$ cat config.mk
export PLATFORM = sky130hd
export DESIGN_NAME = pgic_top
export DESIGN_NICKNAME = d
export VERILOG_FILES = /design/src/pgic_pkg.sv /design/src/pgic_edge_latch.sv /design/src/pgic_top.sv
export SDC_FILE = /design/constraint.sdc
export NUM_CORES = 1
export LEC_CHECK = 0
export BUFFER_PORTS_ARGS = -buffer_cell sky130_fd_sc_hd__buf_2
export CORE_UTILIZATION = 27
export DETAILED_ROUTE_END_ITERATION = 6
export PLACE_DENSITY = 0.57
export SLEW_MARGIN = 25
export SYNTH_ARGS = -nofsm -noshare
export SYNTH_HDL_FRONTEND = slang
export SYNTH_HIERARCHICAL = 1
export SYNTH_SLANG_ARGS = --single-unit
$ cat constraint.sdc
create_clock -name mclk -period 2.2 [get_ports mclk]
set_clock_uncertainty 0.2 [all_clocks]
set_input_delay 0.22 -clock mclk [delete_from_list [all_inputs] [get_ports mclk]]
set_output_delay 0.22 -clock mclk [all_outputs]
set_load 0.005 [all_outputs]
$ cat src/pgic_pkg.sv
// Shared constants and state types for the general purpose port block.
// Assumes one logic clock and an active-low asynchronous reset.
package pgic_pkg;

    // ------------------------------------------------------------
    // Port counts and indices
    // ------------------------------------------------------------
    localparam int NUM_PORTS = 3;
    localparam int NUM_IRQ_PORTS = 2;
    localparam int IDX_ONE = 0;
    localparam int IDX_TWO = 1;
    localparam int IDX_THREE = 2;

    // ------------------------------------------------------------
    // Reset values
    // ------------------------------------------------------------
    localparam logic [2:0] PORT_IN_RST = 3'h0;
    localparam logic [2:0] PIN_SYNC_RST = 3'h7;
    localparam logic HOST_INT_N_RST = 1'h1;
    localparam logic CONV_EN_RST = 1'h0;
    localparam logic STANDBY_RST = 1'h0;
    localparam logic ADC_START_RST = 1'h0;

    // ------------------------------------------------------------
    // Field encodings
    // ------------------------------------------------------------
    localparam logic DIR_OUTPUT = 1'h1;
    localparam logic LVL_FALL_HI = 1'h1;
    localparam logic P3_EDGE_RISE = 1'h1;
    localparam logic OD_DRIVE_VALUE = 1'h0;

    // Interrupt latch sequence of one port.
    typedef enum logic [1:0] {
        PGIC_IRQ_IDLE,
        PGIC_IRQ_ASSERTED,
        PGIC_IRQ_CLEARABLE
    } pgic_irq_state_t;

endpackage

$ cat src/pgic_edge_latch.sv
// Edge-triggered interrupt latch for one general purpose port.
// Assumes its pin input is already synchronised to mclk.
`timescale 1ns/100ps

module pgic_edge_latch (
    // Clock and reset
    input wire logic mclk,
    input wire logic rst_n,
    // Detected events
    input wire logic edge_seen,
    input wire logic read_done,
    input wire logic force_clear,
    // Request to the interrupt gate
    output logic irq_req
);

    typedef struct packed {
        pgic_pkg::pgic_irq_state_t st;
    } pgic_latch_state_t;

    pgic_latch_state_t s_r;
    pgic_latch_state_t s_nxt;

    // ------------------------------------------------------------
    // Sequence
    // ------------------------------------------------------------
    always_comb begin
        s_nxt = s_r;
        case (s_r.st)
            pgic_pkg::PGIC_IRQ_IDLE: begin
                if (edge_seen) begin
                    s_nxt.st = pgic_pkg::PGIC_IRQ_ASSERTED;
                end
            end
            pgic_pkg::PGIC_IRQ_ASSERTED: begin
                // A read before the second edge leaves the request standing.
                if (edge_seen) begin
                    s_nxt.st = pgic_pkg::PGIC_IRQ_CLEARABLE;
                end
            end
            pgic_pkg::PGIC_IRQ_CLEARABLE: begin
                // Further edges change nothing until the host reads.
                if (read_done) begin
                    s_nxt.st = pgic_pkg::PGIC_IRQ_IDLE;
                end
            end
            default: begin
                s_nxt.st = pgic_pkg::PGIC_IRQ_IDLE;
            end
        endcase
        if (force_clear) begin
            s_nxt.st = pgic_pkg::PGIC_IRQ_IDLE;
        end
    end

    always_ff @(posedge mclk or negedge rst_n) begin
        if (!rst_n) begin
            s_r.st <= pgic_pkg::PGIC_IRQ_IDLE;
        end else begin
            s_r <= s_nxt;
        end
    end

    assign irq_req = (s_r.st != pgic_pkg::PGIC_IRQ_IDLE);

endmodule

$ cat src/pgic_top.sv
// Three open-drain general purpose ports with interrupt, converter
// control and conversion trigger functions.
// Assumes configuration inputs come from the register file on mclk and
// that the pins arrive asynchronously from outside the chip.
`timescale 1ns/100ps

// What this block does
// - Three open-drain ports, each set by the host as input or output.
// - An output port drives the last host-written LO or HI level.
// - Ports one and two in interrupt mode raise a request on a transition.
// - Each port request is masked before reaching the host interrupt line.
// - Port one steers converter A and standby; port two steers converter B.
// - Port three starts a conversion when its trigger bit is set, unless it is set as an output.
// - In converter-enable mode the pin level turns the converter on, polarity chosen.
// - In standby mode port one's level requests standby of both, polarity chosen.
// - The host chooses rising or falling edge for interrupt mode.
// - Each port input passes two flip-flop stages before interrupt logic.
// - The interrupt line goes low after the first selected edge.
// - Short of a release or mask change, the line returns high only after a completed serial read.
// - Clearing needs two edges before the read; one edge is not enough.
// - Without reads, further edges leave the interrupt line unchanged.
// - Undervoltage lockout or switching ports to outputs releases the line.
// - A converter runs only when register and port both request it.
// - Standby only when register and port both request it.
module pgic_top (
    // Clock and reset
    input wire logic mclk,
    input wire logic rst_n,
    // Port pins, open drain
    input wire logic [2:0] pin_in,
    output logic [2:0] pin_out,
    output logic [2:0] pin_oe,
    // Port direction and output level
    input wire logic [2:0] port_dir_out,
    input wire logic [2:0] port_out_level,
    // Edge and level selection for ports one and two
    input wire logic [1:0] port_lvl_sel,
    // Input modes
    input wire logic [1:0] port_int_en,
    input wire logic port_one_conv_a_en,
    input wire logic port_one_standby_en,
    input wire logic port_two_conv_b_en,
    input wire logic adc_trig_en,
    input wire logic port_three_edge_rise,
    // Interrupt masking and host reads
    input wire logic [1:0] port_int_mask,
    input wire logic serial_read_done,
    // Undervoltage lockout
    input wire logic uvlo,
    // Register commands for the converters
    input wire logic reg_conv_a_on,
    input wire logic reg_conv_b_on,
    input wire logic reg_standby,
    // Converter controls
    output logic buck_conv_a_on,
    output logic buck_conv_b_on,
    output logic buck_standby,
    // Conversion start
    output logic adc_start,
    // Host interrupt
    output logic host_int_n,
    // Status
    output logic [2:0] port_level
);

    // ------------------------------------------------------------
    // State
    // ------------------------------------------------------------
    typedef struct packed {
        logic [2:0] sync_a;
        logic [2:0] sync_b;
        logic [2:0] prev;
        logic [2:0] drive_low;
        logic conv_a;
        logic conv_b;
        logic standby;
        logic adc_pulse;
        logic int_n;
        logic [2:0] level;
    } pgic_top_state_t;

    pgic_top_state_t s_r;
    pgic_top_state_t s_nxt;

    // ------------------------------------------------------------
    // Edge detection and mode decode
    // ------------------------------------------------------------
    logic [2:0] rise;
    logic [2:0] fall;
    logic [1:0] sel_edge;
    logic [1:0] irq_edge;
    logic [1:0] irq_clear;
    logic [1:0] irq_req;
    logic [1:0] port_is_in;
    logic p3_trigger;
    logic port_a_cmd;
    logic port_b_cmd;
    logic port_sby_cmd;

    // Edges are taken between the second and third stage, so the first
    // stage feeds nothing but the second.
    assign rise = s_r.sync_b & ~s_r.prev;
    assign fall = ~s_r.sync_b & s_r.prev;
    assign port_is_in = ~port_dir_out[1:0];

    // ------------------------------------------------------------
    // Interrupt latches for ports one and two
    // ------------------------------------------------------------
    genvar g;
    generate
        for (g = 0; g < pgic_pkg::NUM_IRQ_PORTS; g = g + 1) begin : g_irq
            // A set select bit means falling edge.
            assign sel_edge[g] = (port_lvl_sel[g] == pgic_pkg::LVL_FALL_HI) ?
                fall[g] : rise[g];
            assign irq_edge[g] = sel_edge[g] & port_int_en[g] & port_is_in[g];
            // Leaving interrupt mode releases the line as well, so a stale
            // request cannot hold it low forever.
            assign irq_clear[g] = uvlo | ~port_is_in[g] | ~port_int_en[g];

            pgic_edge_latch u_latch (
                .mclk(mclk),
                .rst_n(rst_n),
                .edge_seen(irq_edge[g]),
                .read_done(serial_read_done),
                .force_clear(irq_clear[g]),
                .irq_req(irq_req[g])
            );
        end
    endgenerate

    // ------------------------------------------------------------
    // Port commands for the converters
    // ------------------------------------------------------------
    // A port that is not in the relevant mode votes for enable, so the register command
    // alone decides, and against standby, so standby stays off. Mode overlap is
    // not checked here; the host keeps the modes exclusive.
    always_comb begin
        port_a_cmd = 1'h1;
        port_b_cmd = 1'h1;
        port_sby_cmd = 1'h0;
        if (port_is_in[pgic_pkg::IDX_ONE] && port_one_conv_a_en) begin
            port_a_cmd = (s_r.sync_b[pgic_pkg::IDX_ONE] ==
                port_lvl_sel[pgic_pkg::IDX_ONE]);
        end
        if (port_is_in[pgic_pkg::IDX_TWO] && port_two_conv_b_en) begin
            port_b_cmd = (s_r.sync_b[pgic_pkg::IDX_TWO] ==
                port_lvl_sel[pgic_pkg::IDX_TWO]);
        end
        if (port_is_in[pgic_pkg::IDX_ONE] && port_one_standby_en) begin
            port_sby_cmd = (s_r.sync_b[pgic_pkg::IDX_ONE] ==
                port_lvl_sel[pgic_pkg::IDX_ONE]);
        end
    end

    // ------------------------------------------------------------
    // Conversion trigger on port three
    // ------------------------------------------------------------
    always_comb begin
        p3_trigger = 1'h0;
        if (port_dir_out[pgic_pkg::IDX_THREE] != pgic_pkg::DIR_OUTPUT && adc_trig_en) begin
            if (port_three_edge_rise == pgic_pkg::P3_EDGE_RISE) begin
                p3_trigger = rise[pgic_pkg::IDX_THREE];
            end else begin
                p3_trigger = fall[pgic_pkg::IDX_THREE];
            end
        end
    end

    // ------------------------------------------------------------
    // Next state
    // ------------------------------------------------------------
    always_comb begin
        s_nxt = s_r;
        s_nxt.sync_a = pin_in;
        s_nxt.sync_b = s_r.sync_a;
        s_nxt.prev = s_r.sync_b;
        s_nxt.level = s_r.sync_b;
        // Open drain: a HI output releases the pin, a LO output pulls it.
        s_nxt.drive_low = port_dir_out & ~port_out_level;
        s_nxt.conv_a = reg_conv_a_on & port_a_cmd;
        s_nxt.conv_b = reg_conv_b_on & port_b_cmd;
        s_nxt.standby = reg_standby & port_sby_cmd;
        s_nxt.adc_pulse = p3_trigger;
        s_nxt.int_n = ~|(irq_req & ~port_int_mask);
    end

    // ------------------------------------------------------------
    // Registers
    // ------------------------------------------------------------
    // Reset leaves every pin released, both converters off and standby off.
    always_ff @(posedge mclk or negedge rst_n) begin
        if (!rst_n) begin
            s_r.sync_a <= pgic_pkg::PIN_SYNC_RST;
            s_r.sync_b <= pgic_pkg::PIN_SYNC_RST;
            s_r.prev <= pgic_pkg::PIN_SYNC_RST;
            s_r.drive_low <= pgic_pkg::PORT_IN_RST;
            s_r.conv_a <= pgic_pkg::CONV_EN_RST;
            s_r.conv_b <= pgic_pkg::CONV_EN_RST;
            s_r.standby <= pgic_pkg::STANDBY_RST;
            s_r.adc_pulse <= pgic_pkg::ADC_START_RST;
            s_r.int_n <= pgic_pkg::HOST_INT_N_RST;
            s_r.level <= pgic_pkg::PIN_SYNC_RST;
        end else begin
            s_r <= s_nxt;
        end
    end

    // ------------------------------------------------------------
    // Outputs
    // ------------------------------------------------------------
    assign pin_out = {pgic_pkg::NUM_PORTS{pgic_pkg::OD_DRIVE_VALUE}};
    assign pin_oe = s_r.drive_low;
    assign buck_conv_a_on = s_r.conv_a;
    assign buck_conv_b_on = s_r.conv_b;
    assign buck_standby = s_r.standby;
    assign adc_start = s_r.adc_pulse;
    assign host_int_n = s_r.int_n;
    assign port_level = s_r.level;

endmodule

# Word-level counts from Yosys, hierarchy flattened

Cells that the tools add are included.

Multiplexer cells: 16
Eq/ne operators: 12
Bitwise logic cells: 25
Reduce and logical (&&, ||, !) cells: 12

Operator list:

| operator                                              | number |
|---|---|
| two-way mux 2 bit                                     | 7 |
| inequality test 3 x 1 -> 1 bit, second input constant | 4 |
| case mux 2 bit (3 select lines)                       | 2 |
| AND 3 bit                                             | 3 |
| NOT 3 bit                                             | 3 |
| AND 1 bit                                             | 7 |
| two-way mux 1 bit                                     | 7 |
| inequality test 3 x 2 -> 1 bit, second input constant | 2 |
| AND reduction 3 bit                                   | 2 |
| NOT 1 bit                                             | 5 |
| == test 2 x 1 -> 1 bit, second input constant         | 2 |
| == test 2 bit, second input constant                  | 2 |
| logical AND 1 bit                                     | 4 |
| logical NOT 2 bit                                     | 2 |
| NOT 2 bit                                             | 2 |
| OR 1 bit                                              | 4 |
| nonzero test 2 bit                                    | 2 |
| AND 2 bit                                             | 1 |
| == test 1 bit                                         | 2 |
| OR reduction 2 bit                                    | 1 |
| logical NOT 1 bit                                     | 1 |

Flip-flop bits (word level): 21
Output and inout bits: 14
Input bits: 27
Word-level logic and storage cells: 76

# Longest topological paths before layout

Depth after elaboration: 8
Mapped depth: 4
Gate-level depth less buffers: 4

# By module

The synthesis kept the hierarchy.

By module, submodules not included:

| module          | cells each | seq. area each (um^2) | times used | area an instance (um^2) |
|---|---|---|---|---|
| pgic_top        | 48         | 437.9                 | 1          | 645.6 |
| pgic_edge_latch | 8          | 50.0                  | 2          | 91.3 |

# Least setup slack after synthesis

Ideal clock, no wire load.

Kind: flip-flop to flip-flop
From: reg s_r (netlist bit s_nxt[1])
To: reg g_irq[1].u_latch/s_r[0] (netlist bit)
Required time: 1.880 ns
Setup time: 0.120 ns
Buffers on the path: 0
Stages on the path, launching flop included: 5
Period minus slack after synthesis: 1.566 ns
Arrival: 1.246 ns
Slack: 0.634 ns
Cells stage by stage: dfstp_2 or3b_1 a21oi_1 xnor2_1 nor3_1

Longest elaborated chain between the ends: 7
Elaborated cells between the ends (all ways): 9
Those cells by class: eq/ne: 2; mux: 1; bitwise: 5; reduce/logical: 1

RTL lines:

| element                                  | line                  | RTL |
|---|---|---|
| start: declaration                       | pgic_top.sv:82        | `pgic_top_state_t s_r;` |
| start signal: assignment                 | pgic_top.sv:204       | `s_r <= s_nxt;` |
| NOT 3 bit                                | pgic_top.sv:103       | `assign fall = ~s_r.sync_b & s_r.prev;` |
| AND 3 bit                                | pgic_top.sv:103       |  |
| two-way mux 1 bit (*)                    | pgic_top.sv:113       | `assign sel_edge[g] = (port_lvl_sel[g] == pgic_pkg::LVL_FALL_HI) ?` |
| AND 1 bit (*) (2 in series)              | pgic_top.sv:115       | `assign irq_edge[g] = sel_edge[g] & port_int_en[g] & port_is_in[g];` |
| net irq_edge[1]                          | pgic_top.sv:91        | `logic [1:0] irq_edge;` |
| inequality test 3 x 1 -> 1 bit (no line) | -                     |  |
| AND reduction 3 bit (no line) (*)        | -                     |  |
| end signal: assignment                   | pgic_edge_latch.sv:60 | `s_r <= s_nxt;` |
| end: declaration                         | pgic_edge_latch.sv:21 | `pgic_latch_state_t s_r;` |

Mark *: on every way through the listed nets, which the timed path passes. The rest lies on a longest branch.
A chain may end at the register's enable or synchronous reset.

# Worst setup path after layout

From: reg s_r (netlist bit s_nxt[1])
To: reg g_irq[1].u_latch/s_r[1] (netlist bit)

The elaborated chain is that of the path after synthesis.

==> impl_metrics.env <==
export IMPL_drtPass1Iterations=6
export IMPL_synth_top_family_by_area="simple AND/OR/NAND/NOR gates"
export IMPL_area_growth_pct=58.0
export IMPL_layout_nets=156
export IMPL_ant_nets=0
export IMPL_pwr_share_clk_pct=26.0
export IMPL_worstHoldPathType="primary input to flop"
export IMPL_drtIter0Drc=6
export IMPL_clock_root_buffer="clkbuf_4"
export IMPL_slew_violations=0
export IMPL_vias_per_cell=4.27
export IMPL_wl_met1_um=626
export IMPL_reg2reg_depth=5
export IMPL_final_common_cell="buf_2"
export IMPL_switching_share_pct=22.2
export IMPL_startpoint_type="flop"
export IMPL_worstSetupStartpoint="s_nxt[1]$_DFF_PN1_"
export IMPL_dp_hpwl_mm=1.08
export IMPL_path_buf_inv=1
export IMPL_synthSimpleGateAreaFrac_pct=19.8
export IMPL_final_period_utilization_pct=96.3
export IMPL_violations="DRC"
export IMPL_netlist_cell_type_count=16
export IMPL_die_w_um=57.4
export IMPL_p_leak_nw=0.624
export IMPL_drv_cap=0
export IMPL_ir_drop_v=0.000402
export IMPL_whs_ns=0.0855
export IMPL_ys_ff_latch=21
export IMPL_io_pins=41
export IMPL_critPathMaxFanout=4
export IMPL_antenna_found_initial=0
export IMPL_most_common_layout_cells="buf_2 (37), dlygate4sd3_1 (24), dfrtp_1 (11), dfstp_2 (10)"
export IMPL_overflow=0
export IMPL_cts_htree_levels=1
export IMPL_synth_area_mux_share_pct=0
export IMPL_drt_wl_total_mm=1.60
export IMPL_drcViolationCount=3
export IMPL_clock_sinks=21
export IMPL_ys_seq_area_share_pct=65.0
export IMPL_finalWorstSetupSlack_ns=0.0808
export IMPL_cts_tree="built"
export IMPL_synthAdderAreaFrac_pct=0
export IMPL_synth_xor_area_share_pct=4.23
export IMPL_placed_area_mm2=0.00104
export IMPL_core_mm2=0.00283
export IMPL_layout_drive_gt1_share_pct=43.8
export IMPL_cts_setup_buffers=0
export IMPL_critPathArrivalTime_ns=2.16
export IMPL_p_switching_w=0.000153
export IMPL_critPathKind="flop to flop"
export IMPL_die_y_um=57.4
export IMPL_diodes=0
export IMPL_routed_via_count=679
export IMPL_dr_max_layer_used="met4"
export IMPL_comb_power_share_pct=13.9
export IMPL_path_cells="or3b_1, a21oi_2, nand3b_1, a21oi_1, dlygate4sd3_1"
export IMPL_fmax_mhz=472
export IMPL_reg2reg_from="s_nxt[1]$_DFF_PN1_"
export IMPL_grt_use_total_pct=10.7
export IMPL_rows=19
export IMPL_cts_inserted_buffers=3
export IMPL_power_density_mw_per_mm2=528
export IMPL_grt_max_degree=22
export IMPL_r2r_slack_ns=0.08
export IMPL_synth_area_per_cell_um2=12.9
export IMPL_cts_clk_slew_worst_paths_ns=0.12
export IMPL_place_congestion=0.667
export IMPL_hp_start="port_int_en[0]"
export IMPL_grt_pass1_vias=682
export IMPL_wl_per_cell_um=10.1
export IMPL_worst_setup_path_end_kind="flop"
export IMPL_io_buffers=37
export IMPL_worstPathRequired_ns=2.24
export IMPL_start_util_pct=29.3
export IMPL_cpPeakStageDelay_ns=0.57
export IMPL_slowest_stage="dfstp_2"
export IMPL_period_needed_ns=2.12
export IMPL_p_seq_share_pct=60.1
export IMPL_r2r_end="g_irq[1].u_latch/s_r[1]$_DFFE_PN0P_"
export IMPL_rsz0062_at_grt="false"
export IMPL_preCtsSetupSlack_ns=0.575
export IMPL_fin_tns_setup_ns=0
export IMPL_dr_wl_met2_um=834
export IMPL_final_area_mm2=0.00131
export IMPL_fin_cells=159
export IMPL_setup_viol=0
export IMPL_final_hold_viol_count=0
export IMPL_numPlacedInstances=131
export IMPL_netlist_area_um2=828
export IMPL_dr_wl_met3_um=133
export IMPL_crit_family="flip-flops"
export IMPL_grt_first_pass_wirelength_mm=2.66
export IMPL_die_area_mm2=0.00329
export IMPL_worstHoldPathCells=4
export IMPL_synth_compound_area_share_pct=6.04
export IMPL_yosys_warnings=6
export IMPL_intPower_w=0.000537
export IMPL_clock_tree_buffer_depth=2
export IMPL_hold_end="g_irq[0].u_latch/s_r[1]$_DFFE_PN0P_"
export IMPL_worstSkewPairLatency_ns=0.30
export IMPL_outcome="complete, but fails checks"
export IMPL_synth_cells=64
==> power by group through the flow <==
stage	clock network [W]	registers (W)	logic [W]
2_1_floorplan	0	0.000422	0.0000245
3_3_place_gp	0	0.000421	0.0000657
3_5_place_dp	0	0.000421	0.0000666
4_1_cts	0.000195	0.000415	0.0000957
5_1_grt	0.000205	0.000417	0.000106
6_report	0.000180	0.000415	0.0000957
==> synth_stat cells <==
| cell type | count | area share [%] |
|---|---|---|
| dfrtp_1 | 11 | 33 |
| dfstp_2 | 10 | 32 |
| a21oi_1 | 5 | 3.0 |
| nand3b_1 | 5 | 4.5 |
| or3b_1 | 5 | 5.3 |
| inv_1 | 4 | 1.8 |
| or2_2 | 4 | 3.0 |
| xnor2_1 | 4 | 4.2 |
| buf_4 | 3 | 2.7 |
| nand2b_1 | 3 | 2.3 |
| nor2b_1 | 3 | 2.3 |
| nor3_1 | 2 | 1.2 |
| o31a_1 | 2 | 2.1 |
| a22oi_1 | 1 | 0.91 |
| and4b_1 | 1 | 1.2 |
| conb_1 | 1 | 0.45 |
==> area by class of cell <==
type | count | area, um^2
fillers | 270 | 1520
well taps | 31 | 38.8
clock inverters | 1 | 5.00
inverters | 4 | 15.0
clock buffers | 3 | 22.5
repair buffers | 61 | 425
flip-flops and latches | 21 | 538
multi-input cells | 38 | 264
==> timing repair <==
item,in CTS,in global routing
setup endpoints to repair,0,1
hold buffers,24,0
gates resized for setup,0,1
endpoints found under the hold margin,36,0
==> layer usage <==
layer / global-route usage [%] / up-vias
met1: 10.1 / 317
met2: 20.9 / 25
met5: 0 / -
met4: 2.09 / 0
li1: - / 335
met3: 4.54 / 2
==> worst reg2reg max path: cells and delay by family (launching register included) <==
| kind | cells | cell delay [ns] |
|---|---|---|
| and+or+nand+nor | 2 | 0.45 |
| AOI/OAI and AO/OA | 2 | 0.29 |
| DFF | 1 | 0.57 |
| buffers and inverters | 1 | 0.55 |
==> worst max path at each step <==
| stage | end | depth (start not counted) |
|---|---|---|
| floorplan | g_irq[1].u_latch/s_r[0]$_DFFE_PN0P_ | 4 |
| global placement | g_irq[1].u_latch/s_r[0]$_DFFE_PN0P_ | 4 |
| detailed placement | g_irq[0].u_latch/s_r[0]$_DFFE_PN0P_ | 4 |
| CTS | g_irq[1].u_latch/s_r[1]$_DFFE_PN0P_ | 5 |
| global route | g_irq[1].u_latch/s_r[1]$_DFFE_PN0P_ | 5 |
| finish | g_irq[1].u_latch/s_r[1]$_DFFE_PN0P_ | 5 |
==> metrics by stage <==
stage               power, W  util [%]
floorplan           0.000447         -
global route        0.000728      46.3
CTS                 0.000706      46.1
detailed placement  0.000488      36.7
finish              0.000690      46.3
global placement    0.000487      36.7
==> cells by family (layout without fill, tap and decap cells) <==
kind of cell / Yosys count / in the layout
other: 1 / 3
and+or+nand+nor: 23 / 23
DFF: 21 / 21
AOI/OAI and AO/OA: 8 / 8
xor gates and xnor gates: 4 / 4
buffers and inverters: 7 / 69
==> flip-flops by register name (all words and copies together), names as in the netlist <==
signal and flops:
s_nxt 6, g_irq.u_latch/s_r 4, pin_oe 3, port_level 3, adc_start 1, buck_conv_a_on 1, buck_conv_b_on 1, buck_standby 1
host_int_n 1
No activity file was read; power rests on OpenSTA's default activity.
